<file path="src/hdl/spo_pkg.sv">
// Purpose: constants for the pipelined sample output port
// Assumes: one system clock, sample strobe arrives as an asynchronous pin
// Notes:   codes are offset binary, 10 bits wide
// Functional notes
// strobe rising edge freezes and starts conversion
// flag low in span, high outside
// one corrected 10-bit parallel word per sample
// output word updates on strobe rising edge
// word appears five strobe periods after capture
// offset binary; saturate all ones or zeros
// bit nine is msb, bit zero lsb
// out of range holds max or min code
// capture logic registers word five edges later
package spo_pkg;
  localparam int unsigned WORD_W     = 10;
  localparam int unsigned PIPE_DEPTH = 5;
  localparam int unsigned FINE_W     = 5;
  localparam logic [WORD_W-1:0] CODE_MAX = 10'h3_FF;
  localparam logic [WORD_W-1:0] CODE_MIN = 10'h0_00;
  localparam logic [WORD_W-1:0] CODE_RST = 10'h0_00;
endpackage : spo_pkg

</file>
<file path="src/hdl/spo_stage_if.sv">
`timescale 1ns/1ns
// Purpose: carries one pipeline stage's word and flag
// Assumes: same clock on both ends
// Notes:   src drives, dst reads
interface spo_stage_if #(parameter int unsigned W = 10);
  logic [W-1:0] word;
  logic         flag;
  modport src (output word, output flag);
  modport dst (input word, input flag);
endinterface : spo_stage_if

</file>
<file path="src/hdl/spo_convert.sv">
`timescale 1ns/1ns
// Purpose: corrects coarse/fine results into one saturated word
// Assumes: inputs are held samples, combinational only
// Notes:   coarse/fine overlap by one bit for error correction
module spo_convert
  import spo_pkg::*;
(
  input  wire logic [FINE_W-1:0] coarse_i,
  input  wire logic [FINE_W:0]   fine_i,
  input  wire logic              over_i,
  input  wire logic              under_i,
  spo_stage_if.src               res
);
  logic [WORD_W:0] sum;
  // coarse weight plus fine with its redundant bit; carry means overflow
  // below-span beats a carry, so an under sample reads full scale only when over is also set
  always_comb begin
    sum = {1'b0, coarse_i, {FINE_W{1'b0}}} + {{(WORD_W-FINE_W){1'b0}}, fine_i};
    if (over_i) begin
      res.word = CODE_MAX;
      res.flag = 1'b1;
    end else if (under_i) begin
      res.word = CODE_MIN;
      res.flag = 1'b1;
    end else if (sum[WORD_W]) begin
      // a carry past the top code is still above span: clamp, never wrap
      res.word = CODE_MAX;
      res.flag = 1'b1;
    end else begin
      res.word = sum[WORD_W-1:0];
      res.flag = 1'b0;
    end
  end
endmodule // spo_convert

</file>
<file path="src/hdl/spo_top.sv">
`timescale 1ns/1ns
// Purpose: digital output side of a sampling converter
// Assumes: strobe pin asynchronous; analog results arrive as digital inputs
// Notes:   latency is five strobe periods, counted in strobe edges
//          strobe high and low must each last two clocks or an edge is lost
//          no analog here: over, under, coarse and fine stand in for it
module spo_top
  import spo_pkg::*;
#(
  parameter int unsigned DEPTH = PIPE_DEPTH
)(
  input  wire logic              clk_sys_i,
  input  wire logic              rst_i,
  input  wire logic              strobe_i,
  input  wire logic [FINE_W-1:0] coarse_i,
  input  wire logic [FINE_W:0]   fine_i,
  input  wire logic              over_i,
  input  wire logic              under_i,
  output logic [WORD_W-1:0]      sample_word_o,
  output logic                   over_range_o
);
  //////////////////////////////////////////////////////////////////////
  // strobe and analog inputs pass two flops before any logic; the
  // analog stand-ins settle long before the strobe rises, so a plain
  // double flop per bit is enough for them, with no handshake
  // limitation: a stand-in that moves near the strobe may be torn
  logic [2:0]        strb_q;
  logic [2:0]        strb_d;
  logic [FINE_W-1:0] co_m_q;
  logic [FINE_W-1:0] co_m_d;
  logic [FINE_W-1:0] co_q;
  logic [FINE_W-1:0] co_d;
  logic [FINE_W:0]   fi_m_q;
  logic [FINE_W:0]   fi_m_d;
  logic [FINE_W:0]   fi_q;
  logic [FINE_W:0]   fi_d;
  logic [1:0]        ov_m_q;
  logic [1:0]        ov_m_d;
  logic [1:0]        ov_q;
  logic [1:0]        ov_d;
  logic              edge_w;
  // next values of the synchroniser chains
  always_comb begin
    strb_d = {strb_q[1:0], strobe_i};
    co_m_d = coarse_i;
    co_d   = co_m_q;
    fi_m_d = fine_i;
    fi_d   = fi_m_q;
    ov_m_d = {over_i, under_i};
    ov_d   = ov_m_q;
  end
  // register only; reset clears the strobe chain so no false edge follows
  always_ff @(posedge clk_sys_i) begin
    if (rst_i) begin
      strb_q <= 3'h0;
      co_m_q <= '0;
      co_q   <= '0;
      fi_m_q <= '0;
      fi_q   <= '0;
      ov_m_q <= 2'h0;
      ov_q   <= 2'h0;
    end else begin
      strb_q <= strb_d;
      co_m_q <= co_m_d;
      co_q   <= co_d;
      fi_m_q <= fi_m_d;
      fi_q   <= fi_d;
      ov_m_q <= ov_m_d;
      ov_q   <= ov_d;
    end
  end
  // edge detect reads only the second and third flops
  assign edge_w = strb_q[1] & ~strb_q[2];

  //////////////////////////////////////////////////////////////////////
  // hold the sample at the strobe edge, then correct it
  logic [FINE_W-1:0] hco_q, hco_d;
  logic [FINE_W:0]   hfi_q, hfi_d;
  logic [1:0]        hov_q, hov_d;
  spo_stage_if #(.W(WORD_W)) conv ();
  // next held sample: take the synchronised inputs on the detected edge,
  // otherwise keep them, so the corrector sees one frozen value per period
  always_comb begin
    hco_d = hco_q;
    hfi_d = hfi_q;
    hov_d = hov_q;
    if (edge_w) begin
      hco_d = co_q;
      hfi_d = fi_q;
      hov_d = ov_q;
    end
  end
  // register only
  always_ff @(posedge clk_sys_i) begin
    if (rst_i) begin
      hco_q <= '0;
      hfi_q <= '0;
      hov_q <= 2'h0;
    end else begin
      hco_q <= hco_d;
      hfi_q <= hfi_d;
      hov_q <= hov_d;
    end
  end
  // corrector is combinational; its result is read only at the next edge
  spo_convert u_conv (
    .coarse_i (hco_q),
    .fine_i   (hfi_q),
    .over_i   (hov_q[1]),
    .under_i  (hov_q[0]),
    .res      (conv.src)
  );

  //////////////////////////////////////////////////////////////////////
  // pipeline advances once per strobe edge; the held sample enters
  // stage 1 one edge after capture, so the output is DEPTH edges late
  logic [WORD_W-1:0] pw_q [DEPTH-1];
  logic [WORD_W-1:0] pw_d [DEPTH-1];
  logic              pf_q [DEPTH-1];
  logic              pf_d [DEPTH-1];
  logic [WORD_W-1:0] out_d;
  logic              or_d;
  // next stage contents; DEPTH-1 inner stages plus the output register
  // give DEPTH strobe periods of latency, and nothing moves between
  // edges, so capture logic may sample anywhere clear of the update at the third clock after the strobe rise
  always_comb begin
    for (int i = 0; i < DEPTH-1; i++) begin
      pw_d[i] = pw_q[i];
      pf_d[i] = pf_q[i];
    end
    out_d = sample_word_o;
    or_d  = over_range_o;
    if (edge_w) begin
      pw_d[0] = conv.word;
      pf_d[0] = conv.flag;
      for (int i = 1; i < DEPTH-1; i++) begin
        pw_d[i] = pw_q[i-1];
        pf_d[i] = pf_q[i-1];
      end
      out_d = pw_q[DEPTH-2];
      or_d  = pf_q[DEPTH-2];
    end
  end
  // register only; the output flops drive the pins directly
  always_ff @(posedge clk_sys_i) begin
    if (rst_i) begin
      for (int i = 0; i < DEPTH-1; i++) begin
        pw_q[i] <= CODE_RST;
        pf_q[i] <= 1'b0;
      end
      sample_word_o <= CODE_RST;
      over_range_o  <= 1'b0;
    end else begin
      for (int i = 0; i < DEPTH-1; i++) begin
        pw_q[i] <= pw_d[i];
        pf_q[i] <= pf_d[i];
      end
      sample_word_o <= out_d;
      over_range_o  <= or_d;
    end
  end

  //////////////////////////////////////////////////////////////////////
  // assertions; they watch the held sample, the corrector and each stage,
  // so a fault shows at the stage that made it, not five periods later
  // at the pins; the sum helper is the plain coarse/fine weighting
  function automatic logic [WORD_W:0] span_sum(
    input logic [FINE_W-1:0] c,
    input logic [FINE_W:0]   f
  );
    span_sum = ((WORD_W+1)'(c) << FINE_W) + (WORD_W+1)'(f);
  endfunction

  a_reset_clears: assert property (@(posedge clk_sys_i)
    rst_i |=> sample_word_o == CODE_RST && !over_range_o) else $error("reset did not clear");
  a_edge_one_cycle: assert property (@(posedge clk_sys_i) disable iff (rst_i)
    edge_w |=> !edge_w) else $error("strobe edge seen twice");
  a_hold_steady: assert property (@(posedge clk_sys_i) disable iff (rst_i)
    !edge_w |=> $stable(hco_q) && $stable(hfi_q) && $stable(hov_q))
    else $error("held sample moved between edges");
  a_out_stable_between: assert property (@(posedge clk_sys_i) disable iff (rst_i)
    !edge_w |=> $stable(sample_word_o)) else $error("word changed without strobe edge");
  a_flag_stable_between: assert property (@(posedge clk_sys_i) disable iff (rst_i)
    !edge_w |=> $stable(over_range_o)) else $error("flag changed without strobe edge");
  a_flag_saturates_word: assert property (@(posedge clk_sys_i) disable iff (rst_i)
    conv.flag |-> (conv.word == CODE_MAX || conv.word == CODE_MIN))
    else $error("out of range word not saturated");
  a_pins_saturate: assert property (@(posedge clk_sys_i) disable iff (rst_i)
    over_range_o |-> (sample_word_o == CODE_MAX || sample_word_o == CODE_MIN))
    else $error("flagged word at pins not saturated");
  a_over_gives_max: assert property (@(posedge clk_sys_i) disable iff (rst_i)
    hov_q[1] |-> conv.word == CODE_MAX && conv.flag) else $error("over not all ones");
  a_under_gives_min: assert property (@(posedge clk_sys_i) disable iff (rst_i)
    hov_q == 2'b01 |-> conv.word == CODE_MIN && conv.flag)
    else $error("under not all zeros");
  a_in_span_clear: assert property (@(posedge clk_sys_i) disable iff (rst_i)
    (hov_q == 2'b00 && span_sum(hco_q, hfi_q) <= {1'b0, CODE_MAX})
      |-> !conv.flag && {1'b0, conv.word} == span_sum(hco_q, hfi_q))
    else $error("in span word wrong");
  a_carry_saturates: assert property (@(posedge clk_sys_i) disable iff (rst_i)
    (hov_q == 2'b00 && span_sum(hco_q, hfi_q) > {1'b0, CODE_MAX})
      |-> conv.flag && conv.word == CODE_MAX)
    else $error("carry not saturated");
  a_hold_on_edge: assert property (@(posedge clk_sys_i) disable iff (rst_i)
    edge_w |=> hco_q == $past(co_q)) else $error("sample not frozen on edge");
  a_stage_in: assert property (@(posedge clk_sys_i) disable iff (rst_i)
    edge_w |=> pw_q[0] == $past(conv.word) && pf_q[0] == $past(conv.flag))
    else $error("corrected word not taken");
  // every inner stage after the first takes its neighbour's word on a strobe edge only
  for (genvar g = 1; g < DEPTH-1; g++) begin : g_stage_chk
    a_stage_shift: assert property (@(posedge clk_sys_i) disable iff (rst_i)
      edge_w |=> pw_q[g] == $past(pw_q[g-1]) && pf_q[g] == $past(pf_q[g-1]))
      else $error("stage did not shift");
  end
  // and no stage moves between strobe edges
  for (genvar g = 0; g < DEPTH-1; g++) begin : g_stage_keep
    a_stage_hold: assert property (@(posedge clk_sys_i) disable iff (rst_i)
      !edge_w |=> $stable(pw_q[g]) && $stable(pf_q[g]))
      else $error("stage moved without strobe edge");
  end
  a_stage_to_out: assert property (@(posedge clk_sys_i) disable iff (rst_i)
    edge_w |=> sample_word_o == $past(pw_q[DEPTH-2])) else $error("pipeline skip");
  a_flag_follows: assert property (@(posedge clk_sys_i) disable iff (rst_i)
    edge_w |=> over_range_o == $past(pf_q[DEPTH-2])) else $error("flag not aligned");
endmodule // spo_top

</file>
<file path="config.mk">
export PLATFORM = sky130hd
export DESIGN_NAME = spo_top
export DESIGN_NICKNAME = d
export VERILOG_FILES = /design/src/hdl/spo_pkg.sv /design/src/hdl/spo_stage_if.sv /design/src/hdl/spo_convert.sv /design/src/hdl/spo_top.sv
export SDC_FILE = /design/constraint.sdc
export NUM_CORES = 1
export LEC_CHECK = 0
export ABC_AREA = 0
export CELL_PAD_IN_SITES_DETAIL_PLACEMENT = 0
export CELL_PAD_IN_SITES_GLOBAL_PLACEMENT = 2
export CORE_ASPECT_RATIO = 1.4
export CORE_MARGIN = 2
export CORE_UTILIZATION = 38
export DETAILED_ROUTE_END_ITERATION = 16
export DONT_BUFFER_PORTS = 1
export GPL_TIMING_DRIVEN = 0
export PLACE_DENSITY_LB_ADDON = 0.3
export SYNTH_ARGS = -nofsm -noshare
export SYNTH_HDL_FRONTEND = slang
export SYNTH_SLANG_ARGS = --single-unit
export TNS_END_PERCENT = 50
</file>
<file path="constraint.sdc">
create_clock -name clk_sys_i -period 1.5 [get_ports clk_sys_i]
set_input_delay 0.225 -clock clk_sys_i [delete_from_list [all_inputs] [get_ports clk_sys_i]]
set_output_delay 0.225 -clock clk_sys_i [all_outputs]
set_load 0.02 [all_outputs]
</file>
==> results.md, run 1 <==
- Sw Share: 21.9%
- FP Rows: 40
- Cells after synthesis: 363
- IO buf count: 0
- Die W: 82.7 um
- N_diodes: 0
- CP endpoint kind: register
- Worst Reg-to-Reg Cells: 5
- Multi-input logic area: 1220 um2
- H-tree Lvls: 3
- CP Cell Sequence: ha_4 > ha_2 > a31oi_1 > a311o_1 > a211oi_2
- Clk Latency, worst-skew pair: 0.34 ns
- Power consumption: 0.00502 W
- Top cells by area, synth: dfxtp_1 (59%), nand2_1 (13%), a21oi_1 (8.7%)
- Slew @ Worst Pin: 0.530 ns
- RSZ-0062 raised after global routing: false
- Root Driver: clkbuf_16
- R2r startpoint: hfi_q[5]$_SDFFE_PP0P_
- Synth unique cells: 27
- Total global-route track usage: 13.7%
- IO Pins: 27
- Status: finished, final reports clean
- Synth Area per Inst: 9.08 um2
- Peak fanout along the critical path: 4
- Synth top area share: 58.9%
- Fin Clk Skew: 0.00493 ns
- FMAX: 714 MHz
- Critical path depth in cells: 5
- Slew headroom: 64.6%
- Clock transition at path regs: 0.06 ns
- Clk pwr share: 43.6%
- Leak: 1.32 nW
- Fin crit period: 1.40 ns
- CTS tree: yes
- Sink Count: 97
- Setup Buffers After CTS: 0
- Hold buffer count at CTS: 0
- MaxCap Viol Count: 0
- Initial antenna violation count: 0
- Pwr dens: 1340 nW/um2
- Die ar.: 9450 um2
- Vias per cell: 4.64
- Fin. Hold Viols: 0
- Slowest-stage cell, CP: dfxtp_2
- CP startpoint: hfi_q[5]$_SDFFE_PP0P_
- Layout cells sized above 1: 11.1%
- Cell internal pwr: 0.00392 W
- Routed WL: 5.77 mm
- Residual DRC count: 0
- Critical Path AT: 1.66 ns
- ANT nets after route: 0
- Combinational power share: 3.6%
- Fillcell total: 905
- Synthesized cell area: 3300 um2
- Fin crit share: 93.3%
- Most common cell after layout, fill and taps aside: nand2_1
- CP endpoint: pw_q[0][9]$_SDFFE_PP0P_
- First-pass DRT Iterations: 4
- Synth-to-Final Area Change: 13.4%
- Largest net degree at the start of global routing: 17
- Worst path max stage delay: 0.35 ns
- Hold depth: 1
- Global-route wire length before repair: 9.60 mm
- Bufs and invs on worst path: 0
- WS Path Type: register to register
- # setup viols final: 0
- Sw power: 0.00110 W
- Vias in the first global route: 1995
- Seq cells post-synth: 97
- Clock buffer count from CTS: 9
- Hold Path Class: input port to register
- Sequential group share of total power: 52.8%
- Setup TNS: 0 ns
- Synth area leader: dfxtp_1
- Initial core utilization: 38.8%
- Vias: 2247
- WP data required: 1.76 ns
- Net count after synthesis: 381
- Core Box Area: 8510 um2
- DR WL/cell: 11.9 um
- Max-slew violations: 0
- Worst setup SP type: register
- Detailed Place HPWL: 4.10 mm
- # nets final: 392
- Seq/Total Area, Yosys: 58.9%
- Die Span Y: 114 um
- Delay-heaviest family, CP: compound AO/OA/AOI/OAI gates
- Iter 0 DRT Violations: 108
- Sequential Area: 1940 um2
- Clk buf depth: 2
- Total global routing overflow: 0
- Leading cell types in the layout, fill and taps excluded: nand2_1 (117), dfxtp_1 (95), a21oi_1 (57)
- Reg2reg end: pw_q[0][9]$_SDFFE_PP0P_
- R2r setup slk: 0.10 ns
- Gpl congestion: 0.726
- Peak supply drop: 0.802 mV
- Number of synthesis warnings: 0
==> power by group through the flow <==
stage | registers [W] | logic [W] | clock network, W
6_report | 0.00265 | 0.000182 | 0.00219
3_3_place_gp | 0.00271 | 0.000188 | 0
5_1_grt | 0.00266 | 0.000208 | 0.00237
2_1_floorplan | 0.00271 | 0.000144 | 0
3_5_place_dp | 0.00271 | 0.000190 | 0
4_1_cts | 0.00265 | 0.000190 | 0.00226
==> through the flow <==
stage | std cells | hold WS, ns | util, % | cell area [um2] | worst slack [ns]
2_1_floorplan | 363 | 0.353 | - | 3300 | 0.125
3_3_place_gp | 468 | 0.355 | 40.3 | 3430 | 0.000678
3_5_place_dp | 468 | 0.361 | 40.3 | 3430 | 0.00286
4_1_cts | 484 | 0.00158 | 43.8 | 3720 | 0.0178
5_1_grt | 484 | 0.00737 | 43.9 | 3740 | 0.00661
6_report | 484 | 0.0117 | 43.9 | 3740 | 0.100
==> worst reg2reg max path, delay by kind of cell (launching register included) <==
kind                     cells  cell delay, ns
AO/OA/AOI/OAI                3            0.63
flip-flops                   1            0.35
adder cells (fa/ha/maj)      2            0.35
==> kinds of logic after synthesis <==
family	Yosys count	synth area share, %
simple gates	162	21.7
fa+ha+maj	2	0.759
xor+xnor	1	0.266
flops	97	58.9
buf+inv	27	4.52
compound gates	74	13.9
==> cell type report <==
| type | instances | area share [%] |
|---|---|---|
| buffer | 25 | 3.78 |
| tap | 105 | 3.51 |
| inverter | 2 | 0.201 |
| clock buffer | 11 | 6.76 |
| sequential | 97 | 52.0 |
| multi-input combinational | 239 | 32.7 |
| clock inverter | 5 | 1.04 |
==> how the worst min path moves through the flow <==
stage                           start  slack [ns]            endpoint
after floorplan           coarse_i[0]        0.35  co_d[0]$_SDFF_PP0_
after global placement      fine_i[2]        0.35  fi_d[2]$_SDFF_PP0_
after detailed placement  coarse_i[3]        0.36  co_d[3]$_SDFF_PP0_
after CTS                   fine_i[1]       0.002  fi_d[1]$_SDFF_PP0_
after global routing      coarse_i[0]       0.007  co_d[0]$_SDFF_PP0_
final                       fine_i[4]        0.01  fi_d[4]$_SDFF_PP0_
==> state kept, by name, summed over array words and instances (netlist names) <==
| register | flops |
|---|---|
| hfi_q | 6 |
| pf_q | 4 |
| sample_word_o | 10 |
| hov_q | 2 |
| over_range_o | 1 |
| fi_q | 6 |
| ov_q | 2 |
| co_q | 5 |
| pw_q | 40 |
| co_d | 5 |
| fi_d | 6 |
| strb_q | 3 |
| ov_d | 2 |
| hco_q | 5 |
==> routing by layer <==
| metal | vias to the layer above | wire (um) | GRT usage, % |
|---|---|---|---|
| met5 | - | 0 | 0 |
| met4 | 0 | 153 | 7.87 |
| met3 | 12 | 148 | 2.84 |
| met2 | 34 | 3000 | 23.6 |
| met1 | 1001 | 2470 | 15.2 |
| li1 | 1200 | - | - |
==> repair_timing <==
action / CTS / global route
resized for setup: 2 / 4
endpoints found under the setup margin: 1 / 2
pin swaps: 0 / 1
==> cells in the mapped netlist <==
library cell and instances:
buf_6 1, nor2_1 4, dfxtp_1 97, a21o_1 1
buf_4 8, a31o_2 1, a31oi_1 1, xnor2_1 1
nor3_1 1, inv_1 2, o311a_1 7, a311o_1 1
nand2_1 117, a31oi_4 1, and2_1 1, a211oi_1 1
buf_2 8, nor2b_1 30, clkbuf_1 8, a211oi_2 1
o221a_2 1, a21oi_1 57, ha_1 2, o311ai_0 1
and3_4 1, nand2b_1 8, a2111oi_0 1
Power figures use the tool's default switching activity.
==> run 2, diff against run 1 <==
--- a/config.mk
+++ b/config.mk
@@ -14,7 +14,7 @@
 export DETAILED_ROUTE_END_ITERATION = 16
 export DONT_BUFFER_PORTS = 1
 export GPL_TIMING_DRIVEN = 0
-export PLACE_DENSITY_LB_ADDON = 0.3
+export PLACE_DENSITY = 0.73
 export SYNTH_ARGS = -nofsm -noshare
 export SYNTH_HDL_FRONTEND = slang
 export SYNTH_SLANG_ARGS = --single-unit
==> run 2 against run 1 <==
Compared with the run above:
- power increased by 2.3%
- design area increased by 0.37%
- maximum frequency increased by 2.7%
- first-iteration DRC count decreased by 48%
- via count increased by 1.0%
- critical path depth unchanged
- sequential share of layout area decreased by 0.19 points
- clock power increased by 5%
- clock skew increased by 0.00082 ns
- register-to-register slack improved by 0.04 ns
- utilization increased by 0.16 points
==> results.md, run 2 (synthesis results as in run 1) <==
- Fin. Hold Viols: 0
- Iter 0 DRT Violations: 56
- R2r setup slk: 0.14 ns
- First-pass DRT Iterations: 4
- Die ar.: 9450 um2
- H-tree Lvls: 3
- Hold Slack: 0.0133 ns
- Layout cells sized above 1: 11.1%
- Dpl cell area: 3430 um2
- Initial core utilization: 38.8%
- Reg2reg end: pw_q[0][9]$_SDFFE_PP0P_
- Leak: 1.33 nW
- N_diodes: 0
- Die W: 82.7 um
- Total global-route track usage: 14.5%
- ANT nets after route: 0
- Fillcell total: 918
- Global-route wire length before repair: 10.2 mm
- CP endpoint kind: register
- Top reg by flops: pw_q
- WP data required: 1.76 ns
- RSZ-0062 raised after global routing: false
- Peak fanout along the critical path: 4
- Fin Clk Skew: 0.00575 ns
- Vias: 2270
- IO buf count: 0
- Largest net degree at the start of global routing: 16
- Setup Buffers After CTS: 0
- Most common cell after layout, fill and taps aside: nand2_1
- Worst Reg-to-Reg Cells: 5
- FMAX: 734 MHz
- Largest registers: pw_q: 40 flops, sample_word_o: 10 flops
- Finished Layout Cells: 484
- Root Driver: clkbuf_16
- Pwr dens: 1370 nW/um2
- FP Rows: 40
- Vias per cell: 4.69
- MaxCap Viol Count: 0
- Fin crit period: 1.36 ns
- Leading cell types in the layout, fill and taps excluded: nand2_1 (117), dfxtp_1 (95), a21oi_1 (57)
- Clk Latency, worst-skew pair: 0.34 ns
- CP Cell Sequence: ha_4 > ha_2 > a31oi_1 > a311o_1 > a211oi_2
- Residual DRC count: 0
- Setup TNS: 0 ns
- Initial antenna violation count: 0
- Worst hold endpoint: co_d[2]$_SDFF_PP0_
- Routed WL: 5.91 mm
- Design area: 3750 um2
- Slew @ Worst Pin: 0.509 ns
- IO Pins: 27
- Core Box Area: 8510 um2
- Worst path max stage delay: 0.35 ns
- Hold path startpoint: coarse_i[2]
- Hold Path Class: input port to register
- Synth-to-Final Area Change: 13.8%
- Total global routing overflow: 0
- Status: finished, final reports clean
- Place WS: -0.00327 ns
- Hold buffer count at CTS: 0
- Clk buf depth: 2
- Max reg flops: 40
- Delay-heaviest family, CP: compound AO/OA/AOI/OAI gates
- R2r startpoint: hfi_q[5]$_SDFFE_PP0P_
- Clock buffer count from CTS: 9
- Bufs and invs on worst path: 0
- Max-slew violations: 0
- Gpl congestion: 0.700
- # setup viols final: 0
- Slew headroom: 66.1%
- # nets final: 392
- Hold depth: 1
- Detailed Place HPWL: 4.31 mm
- Slowest-stage cell, CP: dfxtp_2
- Vias in the first global route: 2193
- Critical Path AT: 1.62 ns
- WS Path Type: register to register
- Setup ws final: 0.137 ns
- Clock transition at path regs: 0.06 ns
- Placed cells: 468
- CTS tree: yes
- Worst setup SP type: register
- Peak supply drop: 0.649 mV
- DR WL/cell: 12.2 um
- Die Span Y: 114 um
- Sink Count: 97
- Fin crit share: 90.8%
## run 2: routing by layer
layer | wire length [um] | vias to the layer above | GRT usage [%]
li1 | - | 1203 | -
met1 | 2380 | 1024 | 14.7
met2 | 3230 | 31 | 26.6
met3 | 151 | 12 | 2.60
met4 | 149 | 0 | 8.52
met5 | 0 | - | 0
## run 2: layout make-up
| cell class | instances | area, um2 | share of cell area (%) |
|---|---|---|---|
| inverter | 2 | 7.51 | 0.200 |
| buffer | 25 | 141 | 3.77 |
| sequential | 97 | 1940 | 51.8 |
| tap | 105 | 131 | 3.50 |
| clock buffer | 11 | 253 | 6.74 |
| clock inverter | 5 | 53.8 | 1.43 |
| multi-input combinational | 239 | 1220 | 32.5 |
## run 2: how the worst max path moves through the flow
| stage | start | end | slack (ns) | depth (start not counted) |
|---|---|---|---|---|
| after floorplan | hco_q[0]$_SDFFE_PP0P_ | pw_q[0][9]$_SDFFE_PP0P_ | 0.12 | 5 |
| after global placement | hfi_q[5]$_SDFFE_PP0P_ | pw_q[0][9]$_SDFFE_PP0P_ | 0.002 | 5 |
| after detailed placement | hfi_q[5]$_SDFFE_PP0P_ | pw_q[0][9]$_SDFFE_PP0P_ | -0.003 | 5 |
| after CTS | hfi_q[5]$_SDFFE_PP0P_ | pw_q[0][9]$_SDFFE_PP0P_ | 0.004 | 5 |
| after global routing | hco_q[0]$_SDFFE_PP0P_ | pw_q[0][9]$_SDFFE_PP0P_ | 0.04 | 5 |
| final | hfi_q[5]$_SDFFE_PP0P_ | pw_q[0][9]$_SDFFE_PP0P_ | 0.14 | 5 |
## run 2: worst register-to-register path, delay by kind of cell (launching register included)
family / cells / cell delay (ns)
DFF: 1 / 0.35
adders and majority gates: 2 / 0.33
AOI/OAI and AO/OA: 3 / 0.60
## run 2: stage by stage
stage,total power (W),util (%)
3_3_place_gp,0.00290,40.3
5_1_grt,0.00534,44.1
4_1_cts,0.00522,44.0
3_5_place_dp,0.00290,40.3
2_1_floorplan,0.00285,-
6_report,0.00514,44.1
## run 2: power by group
part           total [W]  leakage [nW]  switching [W]  internal [W]
clock            0.00231         0.155       0.000929       0.00138
combinational   0.000181         0.389       0.000113     0.0000679
sequential       0.00265         0.790      0.0000198       0.00263
## run 2: repair_timing
| item | CTS | global route |
|---|---|---|
| pin swaps | 0 | 1 |
| hold endpoints to repair | 0 | 0 |
| resized for setup | 2 | 3 |
| endpoints found under the setup margin | 1 | 1 |
==> run 3, diff against run 2 <==
--- a/config.mk
+++ b/config.mk
@@ -7,15 +7,16 @@
 export LEC_CHECK = 0
 export ABC_AREA = 0
 export CELL_PAD_IN_SITES_DETAIL_PLACEMENT = 0
-export CELL_PAD_IN_SITES_GLOBAL_PLACEMENT = 2
+export CELL_PAD_IN_SITES_GLOBAL_PLACEMENT = 1
 export CORE_ASPECT_RATIO = 1.4
 export CORE_MARGIN = 2
-export CORE_UTILIZATION = 38
+export CORE_UTILIZATION = 50
 export DETAILED_ROUTE_END_ITERATION = 16
 export DONT_BUFFER_PORTS = 1
 export GPL_TIMING_DRIVEN = 0
-export PLACE_DENSITY = 0.73
+export PLACE_DENSITY = 0.75
 export SYNTH_ARGS = -nofsm -noshare
 export SYNTH_HDL_FRONTEND = slang
+export SYNTH_HIERARCHICAL = 1
 export SYNTH_SLANG_ARGS = --single-unit
 export TNS_END_PERCENT = 50
==> run 3 against run 2 <==
Compared with the run above:
- the run now ends with setup timing left
- routed wire length increased by 7.2%
- first-iteration DRC count increased by 48%
- maximum frequency down 14%
- non-clock buffer count up 15
- setup slack worse by 0.23 ns
- register-to-register slack got worse by 0.23 ns
- global-route usage is 2.7 points higher
- worst hold slack better by 0.24 ns
- sequential share of layout area fell by 6.5 points
- final cell count fell by 2.7%
- clock-buffer cell count unchanged
- power down 12%
- highest routed layer unchanged
==> results.md, run 3 <==
- Iter 0 DRT Violations: 83
- Total global-route track usage: 17.2%
- WS Path Type: register to register
- Routed WL: 6.34 mm
- Most numerous cell in the Yosys netlist: dfxtp_1
- Total global routing overflow: 0
- Compound-cell area share of the yosys netlist: 5.62%
- Fin Clk Skew: 0.00885 ns
- Async S/R FF share, synth: 0%
- Top FF cell, synth: dfxtp_1
- IO Pins: 27
- Fillcell total: 655
- Worst path max stage delay: 0.36 ns
- Clk buf depth: 2
- Status: finished with violations
- Critical Path AT: 1.85 ns
- Mux contribution to synthesized area: 11.7%
- IO buf count: 0
- Global-route wire length before repair: 11.0 mm
- Die ar.: 8240 um2
- Slew headroom: 69.2%
- FP Rows: 37
- Largest registers: pw_q: 40 flops, sample_word_o: 10 flops
- Top reg by flops: pw_q
- Die Span Y: 107 um
- Post-synth EDFFs: 0
- Layout cells sized above 1: 9.63%
- Combinational power share: 5.3%
- Net count after synthesis: 361
- Residual DRC count: 0
- Initial antenna violation count: 0
- Number of synthesis warnings: 6
- Clock transition at path regs: 0.08 ns
- Place WS: -0.101 ns
- # setup viols final: 2
- Clk Latency, worst-skew pair: 0.37 ns
- Multi-input logic area: 1670 um2
- WP data required: 1.76 ns
- Largest net degree at the start of global routing: 16
- Peak supply drop: 0.658 mV
- CTS tree: yes
- DR WL/cell: 13.5 um
- Failing checks: setup timing
- Sequential group share of total power: 57.8%
- Slowest-stage cell, CP: dfxtp_2
- Sink Count: 97
- Clock buffer count from CTS: 9
- Cell internal pwr: 0.00356 W
- Most common cell after layout, fill and taps aside: dfxtp_1
- Synth top cells by count: dfxtp_1 (97), nand2b_1 (68), mux2i_1 (44)
- Fin. Hold Viols: 0
- Vias: 2312
- Hold Path Class: input port to register
- Die W: 77.3 um
- Clk pwr share: 36.9%
- Synth-to-Final Area Change: 14.0%
- Synth area leader: dfxtp_1
- ANT nets after route: 0
- Max-slew violations: 0
- N_diodes: 0
- First-pass DRT Iterations: 4
- Sw Share: 21.7%
- Adder-Cell Fraction of Synth Area: 0.665%
- Post-Synth Simple-Gate Area: 24.7%
- Max reg flops: 40
- Synth Area per Inst: 11.0 um2
- Hold path startpoint: rst_i
- Sequential Area: 1940 um2
- CP Cell Sequence: ha_4 > ha_4 > nand3_4 > a21o_1 > a311o_1 > or4bb_1 > o21ai_1
- Setup ws final: -0.0902 ns
- Leak: 1.48 nW
- Vias per cell: 4.91
- R2r startpoint: hfi_q[5]$_SDFFE_PP0P_
- Core Box Area: 7310 um2
- Worst setup SP type: register
- Detailed Place HPWL: 4.45 mm
- Seq/Total Area, Yosys: 51.6%
- FMAX: 629 MHz
- RSZ-0062 raised after global routing: true
- Vias in the first global route: 2280
- CP startpoint: hfi_q[5]$_SDFFE_PP0P_
- Finished Core Util: 58.7%
- Hold Slack: 0.256 ns
- Slew @ Worst Pin: 0.462 ns
- CP endpoint kind: register
- Fin crit period: 1.59 ns
- Root Driver: clkbuf_8
- Leading cell types in the layout, fill and taps excluded: dfxtp_1 (95), nand2b_1 (68), mux2i_1 (44)
- Pwr dens: 1060 nW/um2
- Main combinational cell family by area after synthesis: simple AND/OR/NAND/NOR gates
- XOR/XNOR Fraction of Synth Area: 0.233%
- Delay-heaviest family, CP: compound AO/OA/AOI/OAI gates
- MaxCap Viol Count: 0
- Sw power: 0.000988 W
- Synthesized cell area: 3760 um2
- Synth unique cells: 28
- Cells after synthesis: 343
- H-tree Lvls: 3
- # nets final: 387
- Initial core utilization: 51.4%
- Top cells by area, synth: dfxtp_1 (52%), mux2i_1 (12%), nand2b_1 (11%)
- Peak fanout along the critical path: 3
- Top cell by count, worst path: ha_4
- Bufs and invs on worst path: 0
- Seq cells post-synth: 97
- Fin crit share: 106%
- Gpl congestion: 0.815
- Synth top area share: 51.6%
run 3: path summary, 6_finish.rpt:
| check | slack (ns) | to | cells after the start |
|---|---|---|---|
| max | -0.09 | pw_q[0][9]$_SDFFE_PP0P_ | 7 |
| min | 0.26 | hfi_q[5]$_SDFFE_PP0P_ | 3 |
| max reg2reg | -0.09 | pw_q[0][9]$_SDFFE_PP0P_ | 7 |
| min reg2reg | 0.44 | co_q[4]$_SDFF_PP0_ | 1 |
run 3: power groups by stage:
| stage | clock network, W | registers, W | logic, W |
|---|---|---|---|
| final | 0.00168 | 0.00263 | 0.000241 |
| after detailed placement | 0 | 0.00269 | 0.000218 |
| after global routing | 0.00183 | 0.00264 | 0.000264 |
| after CTS | 0.00173 | 0.00263 | 0.000246 |
| after global placement | 0 | 0.00269 | 0.000216 |
| after floorplan | 0 | 0.00268 | 0.000175 |
run 3: stage by stage:
step	cells	area [um2]	power [W]	setup TNS [ns]
floorplan	343	3800	0.00286	0
global placement	440	3920	0.00291	-0.155
detailed placement	440	3920	0.00291	-0.334
CTS	470	4260	0.00461	-0.451
global route	471	4290	0.00473	-0.287
finish	471	4290	0.00455	-0.119
run 3: cells by family after synthesis:
logic type	count (synthesis)
XOR/XNOR	1
adder cells (fa/ha/maj)	2
AND/OR/NAND/NOR	128
AO/OA/AOI/OAI	37
buffers and inverters	34
flip-flops	97
multiplexers	44
run 3: worst register-to-register path, delay by kind of cell, from the launching register on:
kind / cells / cell delay, ns
compound gates: 3 / 0.58
flops: 1 / 0.36
fa+ha+maj: 2 / 0.31
simple gates: 2 / 0.24
run 3: repair_timing:
| item | in CTS | in global routing |
|---|---|---|
| pin swaps | 3 | 1 |
| setup buffers | 0 | 1 |
| setup endpoints to repair | 10 | 10 |
| hold buffers | 14 | 0 |
| hold endpoints to repair | 14 | 0 |
| resized for setup | 0 | 11 |
run 3: routing by layer:
layer	track usage [%]	wire (um)
met1	18.1	2610
met3	3.79	157
met4	9.69	181
met5	0	0
met2	31.2	3390
run 3: layout make-up:
class,instances,share of cell area (%)
inverters,9,0.787
plain buffers,25,4.05
clock buffers,11,3.30
multi-input cells,212,39.0
well taps,97,2.83
repair buffers,15,3.44
flip-flops and latches,97,45.3
clock inverters,5,1.28
